[config.mk]
export PLATFORM = sky130hd
export DESIGN_NAME = lsc_status
export DESIGN_NICKNAME = d
export VERILOG_FILES = /design/src/core/lsc_pkg.sv /design/src/core/lsc_status.sv /design/src/core/lsc_pair_buffer.sv
export VERILOG_INCLUDE_DIRS = /design/src /design/src/core
export SDC_FILE = /design/constraint.sdc
export NUM_CORES = 1
export LEC_CHECK = 0
export ABC_AREA = 1
export BUFFER_PORTS_ARGS = -buffer_cell sky130_fd_sc_hd__buf_2
export CAP_MARGIN = 10
export CORE_UTILIZATION = 65
export DETAILED_ROUTE_END_ITERATION = 12
export GPL_TIMING_DRIVEN = 0
export PLACE_DENSITY = 0.93
export REMOVE_ABC_BUFFERS = 1
export SETUP_SLACK_MARGIN = 0.02
export SLEW_MARGIN = 15
export SYNTH_ARGS = -nofsm -noshare
export SYNTH_HDL_FRONTEND = slang
export SYNTH_SLANG_ARGS = --single-unit
export TNS_END_PERCENT = 1
[constraint.sdc]
create_clock -name mclk -period 17.6 [get_ports mclk]
set_clock_uncertainty 0.05 [all_clocks]
set_input_delay 5.28 -clock mclk [delete_from_list [all_inputs] [get_ports mclk]]
set_output_delay 5.28 -clock mclk [all_outputs]
set_load 0.01 [all_outputs]
[src/core/lsc_defs.svh]
`ifndef LSC_DEFS_SVH
`define LSC_DEFS_SVH

// ***********************************************************
// register map (byte addresses on the configuration port)
// ***********************************************************
`define LSC_ADDR_SYMBOL_LOCK  15'h0470
`define LSC_ADDR_FRAME_ALIGN  15'h0471
`define LSC_ADDR_CFG_SUM_OK   15'h0472
`define LSC_ADDR_INIT_ALIGN   15'h0473

// ***********************************************************
// widths, reset values and fixed values
// ***********************************************************
`define LSC_LANES             8
`define LSC_LANE_BITS         3
`define LSC_STAT_RESET        8'h00
`define LSC_UNMAPPED_DATA     8'h00
`define LSC_ACC_RESET         8'h00
`define LSC_BUF_WIDTH         12

// ***********************************************************
// serial frame layout: 16 instruction bits, then 8 data bits
// ***********************************************************
`define LSC_RW_BIT            14
`define LSC_INSTR_LAST        5'h0F
`define LSC_FRAME_BITS        5'h18
`define LSC_CNT_ONE           5'h01
`define LSC_CNT_ZERO          5'h00

`endif

[src/core/lsc_pkg.sv]
package lsc_pkg;

  typedef logic [7:0] lsc_lane_vec_t;

  typedef enum logic [1:0] {
    LSC_SPI_IDLE  = 2'b00,
    LSC_SPI_INSTR = 2'b01,
    LSC_SPI_DATA  = 2'b10
  } lsc_spi_state_t;

endpackage

[src/core/lsc_status.sv]
`timescale 1ns/10ps
`include "lsc_defs.svh"

module lsc_status (
  input  wire logic                       mclk,
  input  wire logic                       sys_rst,
  input  wire logic                       spi_sclk,
  input  wire logic                       spi_cs_n,
  input  wire logic                       spi_sdio_in,
  output logic                            spi_sdio_out,
  output logic                            spi_sdio_oe,
  input  wire logic                       skip_initial_alignment,
  input  wire lsc_pkg::lsc_lane_vec_t     symbol_lock_in,
  input  wire lsc_pkg::lsc_lane_vec_t     frame_align_in,
  input  wire lsc_pkg::lsc_lane_vec_t     init_align_in,
  input  wire logic                       cfg_valid,
  output logic                            cfg_ready,
  input  wire logic [2:0]                 cfg_lane,
  input  wire logic [7:0]                 cfg_data,
  input  wire logic                       cfg_last,
  output lsc_pkg::lsc_lane_vec_t          symbol_lock_status,
  output lsc_pkg::lsc_lane_vec_t          frame_align_status,
  output lsc_pkg::lsc_lane_vec_t          lane_checksum_ok,
  output lsc_pkg::lsc_lane_vec_t          initial_lane_align_status
);
  import lsc_pkg::*;

  // ***********************************************************
  // configuration octet stream through the pair buffer
  // ***********************************************************
  logic                        buf_in_ready;
  logic                        buf_valid;
  logic [`LSC_BUF_WIDTH-1:0]   buf_data;
  logic                        settle;
  wire                         buf_take;
  wire  [`LSC_LANE_BITS-1:0]   oct_lane;
  wire  [7:0]                  oct_data;
  wire                         oct_last;

  // a bubble after each closing octet keeps the result update and the
  // next lane's first octet in separate cycles; the buffer absorbs it
  assign buf_take = buf_valid & ~settle;
  assign oct_lane = buf_data[11:9];
  assign oct_data = buf_data[8:1];
  assign oct_last = buf_data[0];
  assign cfg_ready = buf_in_ready;

  lsc_pair_buffer u_pair_buffer (
    .mclk      (mclk),
    .sys_rst   (sys_rst),
    .in_valid  (cfg_valid),
    .in_ready  (buf_in_ready),
    .in_data   ({cfg_lane, cfg_data, cfg_last}),
    .out_valid (buf_valid),
    .out_ready (~settle),
    .out_data  (buf_data)
  );

  always_ff @(posedge mclk or posedge sys_rst) begin
    if (sys_rst) begin
      settle <= 1'b0;
    end else begin
      settle <= buf_take & oct_last;
    end
  end

  // ***********************************************************
  // per-lane checksum: sum of octets mod 256 against closing octet
  // ***********************************************************
  generate
    for (genvar g = 0; g < `LSC_LANES; g++) begin : g_lane
      logic [7:0] acc;
      wire        hit;
      wire        sum_match;

      assign hit       = buf_take & (oct_lane == 3'(g));
      assign sum_match = (acc == oct_data);

      always_ff @(posedge mclk or posedge sys_rst) begin
        if (sys_rst) begin
          acc                 <= `LSC_ACC_RESET;
          lane_checksum_ok[g] <= 1'b0;
        end else if (~symbol_lock_in[g]) begin
          // losing symbol lock voids any result of that lane
          acc                 <= `LSC_ACC_RESET;
          lane_checksum_ok[g] <= 1'b0;
        end else if (hit & oct_last) begin
          acc <= `LSC_ACC_RESET;
          // no alignment sequence means no configuration data to judge
          if (~skip_initial_alignment) begin
            lane_checksum_ok[g] <= sum_match;
          end
        end else if (hit) begin
          acc <= acc + oct_data;
        end
      end
    end
  endgenerate

  // ***********************************************************
  // live lane status, one register stage
  // ***********************************************************
  always_ff @(posedge mclk or posedge sys_rst) begin
    if (sys_rst) begin
      symbol_lock_status        <= `LSC_STAT_RESET;
      frame_align_status        <= `LSC_STAT_RESET;
      initial_lane_align_status <= `LSC_STAT_RESET;
    end else begin
      symbol_lock_status        <= symbol_lock_in;
      frame_align_status        <= frame_align_in;
      initial_lane_align_status <= init_align_in;
    end
  end

  // ***********************************************************
  // serial port input synchronisers
  // ***********************************************************
  logic  sclk_s1;
  logic  sclk_s2;
  logic  sclk_s3;
  logic  cs_s1;
  logic  cs_s2;
  logic  sdi_s1;
  logic  sdi_s2;
  wire   sclk_rise;
  wire   sclk_fall;
  wire   selected;

  always_ff @(posedge mclk or posedge sys_rst) begin
    if (sys_rst) begin
      sclk_s1 <= 1'b0;
      sclk_s2 <= 1'b0;
      sclk_s3 <= 1'b0;
      cs_s1   <= 1'b1;
      cs_s2   <= 1'b1;
      sdi_s1  <= 1'b0;
      sdi_s2  <= 1'b0;
    end else begin
      sclk_s1 <= spi_sclk;
      sclk_s2 <= sclk_s1;
      sclk_s3 <= sclk_s2;
      cs_s1   <= spi_cs_n;
      cs_s2   <= cs_s1;
      sdi_s1  <= spi_sdio_in;
      sdi_s2  <= sdi_s1;
    end
  end

  assign sclk_rise = sclk_s2 & ~sclk_s3;
  assign sclk_fall = ~sclk_s2 & sclk_s3;
  assign selected  = ~cs_s2;

  // ***********************************************************
  // read decode, all registers read-only
  // ***********************************************************
  logic [15:0]  instr_shift;
  wire  [14:0]  instr_addr;
  wire          hit_symbol;
  wire          hit_frame;
  wire          hit_sum;
  wire          hit_init;
  wire  [7:0]   read_data;

  // address is complete on the sixteenth rising edge, so decode the
  // incoming bit directly rather than waiting a cycle
  assign instr_addr = {instr_shift[13:0], sdi_s2};
  assign hit_symbol = (instr_addr == `LSC_ADDR_SYMBOL_LOCK);
  assign hit_frame  = (instr_addr == `LSC_ADDR_FRAME_ALIGN);
  assign hit_sum    = (instr_addr == `LSC_ADDR_CFG_SUM_OK);
  assign hit_init   = (instr_addr == `LSC_ADDR_INIT_ALIGN);
  assign read_data  = hit_symbol ? symbol_lock_status :
                      hit_frame  ? frame_align_status :
                      hit_sum    ? lane_checksum_ok :
                      hit_init   ? initial_lane_align_status :
                      `LSC_UNMAPPED_DATA;

  // ***********************************************************
  // serial frame sequencer
  // ***********************************************************
  lsc_spi_state_t  state;
  logic [4:0]      bit_cnt;
  logic            read_op;
  logic [7:0]      tx_shift;
  wire             instr_done;

  assign instr_done = sclk_rise & (bit_cnt == `LSC_INSTR_LAST);

  always_ff @(posedge mclk or posedge sys_rst) begin
    if (sys_rst) begin
      state        <= LSC_SPI_IDLE;
      bit_cnt      <= `LSC_CNT_ZERO;
      instr_shift  <= 16'h0000;
      read_op      <= 1'b0;
      tx_shift     <= `LSC_STAT_RESET;
      spi_sdio_out <= 1'b0;
      spi_sdio_oe  <= 1'b0;
    end else if (~selected) begin
      state       <= LSC_SPI_IDLE;
      bit_cnt     <= `LSC_CNT_ZERO;
      read_op     <= 1'b0;
      spi_sdio_oe <= 1'b0;
    end else begin
      case (state)
        LSC_SPI_IDLE: begin
          state   <= LSC_SPI_INSTR;
          bit_cnt <= `LSC_CNT_ZERO;
        end
        LSC_SPI_INSTR: begin
          if (sclk_rise) begin
            instr_shift <= {instr_shift[14:0], sdi_s2};
            bit_cnt     <= bit_cnt + `LSC_CNT_ONE;
          end
          if (instr_done) begin
            state    <= LSC_SPI_DATA;
            read_op  <= instr_shift[`LSC_RW_BIT];
            // snapshot only; reading never alters lane state
            tx_shift <= read_data;
          end
        end
        LSC_SPI_DATA: begin
          // write data is clocked through and dropped: nothing is writable
          if (sclk_rise & (bit_cnt != `LSC_FRAME_BITS)) begin
            bit_cnt <= bit_cnt + `LSC_CNT_ONE;
          end
          if (sclk_fall) begin
            if (bit_cnt == `LSC_FRAME_BITS) begin
              spi_sdio_oe <= 1'b0;
            end else if (read_op) begin
              spi_sdio_oe  <= 1'b1;
              spi_sdio_out <= tx_shift[7];
              tx_shift     <= {tx_shift[6:0], 1'b0};
            end
          end
        end
        default: begin
          state <= LSC_SPI_IDLE;
        end
      endcase
    end
  end
endmodule

[src/core/lsc_pair_buffer.sv]
`timescale 1ns/10ps
`include "lsc_defs.svh"

// ***********************************************************
// two-entry buffer, registered flags on both sides
// ***********************************************************
module lsc_pair_buffer (
  input  wire logic                        mclk,
  input  wire logic                        sys_rst,
  input  wire logic                        in_valid,
  output logic                             in_ready,
  input  wire logic [`LSC_BUF_WIDTH-1:0]   in_data,
  output logic                             out_valid,
  input  wire logic                        out_ready,
  output logic [`LSC_BUF_WIDTH-1:0]        out_data
);
  logic [1:0]                 count;
  logic [1:0]                 next_count;
  logic [`LSC_BUF_WIDTH-1:0]  tail;
  wire                        push;
  wire                        pop;
  wire                        load_head;
  wire                        load_tail;

  assign push      = in_valid & in_ready;
  assign pop       = out_valid & out_ready;
  // head takes the input when empty or when it drains with one held
  assign load_head = push & ((count == 2'h0) | ((count == 2'h1) & pop));
  assign load_tail = push & (count == 2'h1) & ~pop;
  assign next_count = (push & ~pop) ? count + 2'h1 :
                      (pop & ~push) ? count - 2'h1 : count;

  always_ff @(posedge mclk or posedge sys_rst) begin
    if (sys_rst) begin
      count     <= 2'h0;
      in_ready  <= 1'b1;
      out_valid <= 1'b0;
    end else begin
      count     <= next_count;
      in_ready  <= (next_count != 2'h2);
      out_valid <= (next_count != 2'h0);
    end
  end

  always_ff @(posedge mclk or posedge sys_rst) begin
    if (sys_rst) begin
      out_data <= {`LSC_BUF_WIDTH{1'b0}};
      tail     <= {`LSC_BUF_WIDTH{1'b0}};
    end else begin
      if (load_head) begin
        out_data <= in_data;
      end else if (pop & (count == 2'h2)) begin
        out_data <= tail;
      end
      if (load_tail) begin
        tail <= in_data;
      end
    end
  end
endmodule

==> results.md <==
* Buffers & Inverters on Critical Path at 1
* Post-synthesis instance area at 9260 um2
* Netlist cell types at 41
* Cell type contributing the most total cell area after synthesis: dfrtp_1
* Total power divided by cell area at about 130 nW/um2
* Max stage delay cell, worst path: dfstp_2
* Most used cells in the layout excluding fill and tap cells: nand2_1, dfrtp_1, nand3_1
* Fin crit share at between 30% and 40%
* Vias per cell at between 6 and 7
* Fraction of post-synthesis cell area in the top cell type by area at between 40% and 50%
* Delay contributed by the slowest stage of the critical path at approximately 530 ps
* Quantity of gates resized following cts at 0
* Floorplan row count at 43
* RePlAce Congestion at between 0.9 and 1
* Antenna viol nets, final at 0
* Critical path start-end classification: flop to output pin
* Relative slew slack at between 20% and 30%
* Setup tns final at 0 ps
* Post-layout power at roughly 1.4 mW
* Placed Area at just under 10000 um2
* Endpoint class of the critical path: output pin
* Die area at 14700 um2
* Element type at the critical path start: flop
* Async S/R FF share, synth at between 90% and 100%
* Total number of clock tree sinks at 165
* Number of detailed-route iterations in the first pass at 8
* Total internal power at 0.810 mW
* Share of power burned in the clock network at 26.5%
* Critical Path Start: u_pair_buffer.in_ready
* Synth Area in Compound Gates at between 10% and 20%
* Max VDD drop at ~0.000096 V
* ANT cells at 0
* Initial antenna violation count at 0
* Via Count at 8166
* Routed length per placed instance at roughly 17 um
* Fraction of power consumed by sequential logic at 39.4%
* Fill count at roughly 950
* Clock-pin slew on the worst setup and hold paths at about 70 ps
* Cells along the critical path: buf_2
* Adder-cell share of the synthesized area at a little over a tenth
* Count of flip-flops with a built-in enable after synthesis at 0
* Vias in the first global route at roughly 8000
* Mean instance size in the synthesized netlist at around 8.5 um2
* Insertion delay of the later-clocked pin in the worst-skew pair at between 400 and 500 ps
* Main combinational cell family by area after synthesis: simple AND/OR/NAND/NOR gates
* Total of hold buffers inserted after clock tree synthesis at 0
* Run status: complete, no violations
* # setup viols final at 0
* Post-route worst setup slack at between 10000 and 15000 ps
* Switching power share of the total at around two fifths
* Sequential area share after synthesis at between 40% and 50%
* Xor and xnor fraction of the mapped netlist area at under 10%
* Floorplan Core Area at approximately 14000 um2
* Standby leakage power at about 5.5 nW
* Leading cell type in the layout, fill and taps excluded: nand2_1
* Die Ht at about 120 um
* Total of warnings raised by yosys at 0
* Post-CTS Repair Setup Buffers at 0
* Transition time at the pin with the least slew margin at 1050 ps
* Arrival time of data at the critical path endpoint at around 1100 ps
* Area of all placed cells without fillers at between 10000 and 15000 um2
* Wire length of the first global-routing pass at ~38000 um
* Clock root buffer master: clkbuf_16
* IO Pins at 78
* Worst reg2reg path startpoint: u_pair_buffer.out_data[2]
* Hpwl dp at about 15000 um
* Initial Util at between 60% and 70%
* TritonCTS clock tree: built
* Deepest level of the CTS H-tree at 4
* Die width at roughly 120 um
* Min-delay src: sclk_s1
* IO Port Bufs at between 70 and 80
* Worst-path maximum fanout at 2
* DRC Markers at 0
* Post-place setup slack at ~11000 ps
* Buffer levels on the longest clock path at 2
* Pin count of the biggest net entering global routing at just over 100
* Layout cell share with drive strength beyond 1 at 14.6%
* Shortest period the worst path allows at around 6400 ps
* Total count of max-transition violations in the final report at 0
* Gate count of the mapped netlist at between 1000 and 1500
* Synthesis-to-layout area growth at 12.2%
* Fraction of power consumed by combinational cells at approximately a third
* Max-capacitance violation count at 0
* Global-route usage over all layers at around 34%
* Most used DFF post-synth: dfrtp_1
* Simple-gate portion of the synthesized area at between 20 and 25%
* Peak Freq at approximately 160 MHz
* Setup repair after global routing missed its margin: no
* Net load switching power at around 0.57 mW
* Yosys reg bits at about 170
* Number of hold violations in the final report at 0
* Detailed router's first-iteration violation count at slightly above 700
* Post-synthesis mux area share at 0.122%
* Overall routed net length at between 20000 and 25000 um
* CTS Buf Count at 17
* Utilization after layout at between 70% and 80%
* Req. time, crit path at ~12000 ps
* Top delay family on crit path: flip-flops
* Ranking of synthesized cells by area: dfrtp_1, nand2_1, ha_1
* Number of nets in the final layout at 1282
* Total overflow reported by the global router at 0
* Classification of the worst-slack hold path: flop to flop
==> worst paths after layout <==
check | end | slack, ps | cells after the start
hold reg to reg | sclk_s2 | 300 | 0
hold / removal | sclk_s2 | 300 | 0
setup reg to reg | g_lane[1].acc[5] | 15270 | 8
max in group asynchronous | cs_s2 | 11840 | 3
setup / recovery | cfg_ready | 11190 | 1
min in group asynchronous | g_lane[7].acc[4] | 4810 | 2
==> cell type report <==
cell class	count	area, um2	share of cell area [%]
Clock buffer	17	425	4.09
Clock inverter	15	148	1.42
Inverter	125	482	4.64
Multi-Input combinational cell	778	4570	43.9
Sequential cell	165	4130	39.8
Tap cell	180	225	2.17
Timing Repair Buffer	78	413	3.97
==> stage by stage <==
step           cells  hold WS (ps)
2_1_floorplan   1068           281
3_3_place_gp    1325           285
3_5_place_dp    1326           287
4_1_cts         1358           303
5_1_grt         1358           312
6_report        1358           300
==> routing by layer <==
metal	up-vias	part of all wire, %	GRT usage (%)
li1	3820	-	-
met1	3871	39	41.0
met3	82	7.9	6.86
met4	0	4.9	19.2
met5	-	0	0
met2	393	48	55.3
==> flip-flops by register name, summed over array words and instances, names as in the netlist, 2 cells and up <==
register                   cells
initial_lane_align_status      8
instr_shift                   15
symbol_lock_status             8
bit_cnt                        5
g_lane.acc                    64
tx_shift                       8
u_pair_buffer.tail            12
frame_align_status             8
lane_checksum_ok               8
u_pair_buffer.out_data        12
u_pair_buffer.count            2
state                          2
==> power groups by stage <==
| stage | combinational (mW) | clock [mW] | sequential, mW |
|---|---|---|---|
| after CTS | 0.463 | 0.370 | 0.541 |
| after global placement | 0.426 | 0 | 0.543 |
| final | 0.472 | 0.367 | 0.545 |
| after floorplan | 0.351 | 0 | 0.513 |
| after detailed placement | 0.452 | 0 | 0.547 |
| after global routing | 0.528 | 0.385 | 0.551 |
==> cell usage after synthesis (4+ instances only) <==
master / n
ha_1: 66
a22o_1: 17
a21oi_1: 51
nor2_2: 14
nor2_4: 9
o211ai_1: 8
nor4_1: 16
o221ai_1: 4
dfrtp_1: 162
nand2_1: 267
inv_1: 107
buf_2: 9
nor2_1: 52
o21ai_0: 57
nand3_1: 109
a32o_1: 6
fa_1: 8
nand3_2: 4
xor2_1: 17
o21ai_1: 27
nand2_2: 4
inv_2: 17
nand4_1: 18
a22oi_1: 4
==> kinds of logic after synthesis <==
| group | count (synthesis) |
|---|---|
| muxes | 1 |
| AOI/OAI and AO/OA | 183 |
| xor gates and xnor gates | 20 |
| adders and majority gates | 74 |
| and+or+nand+nor | 500 |
| buffers and inverters | 140 |
| DFF | 165 |
No activity file was read; power rests on OpenSTA's default activity.
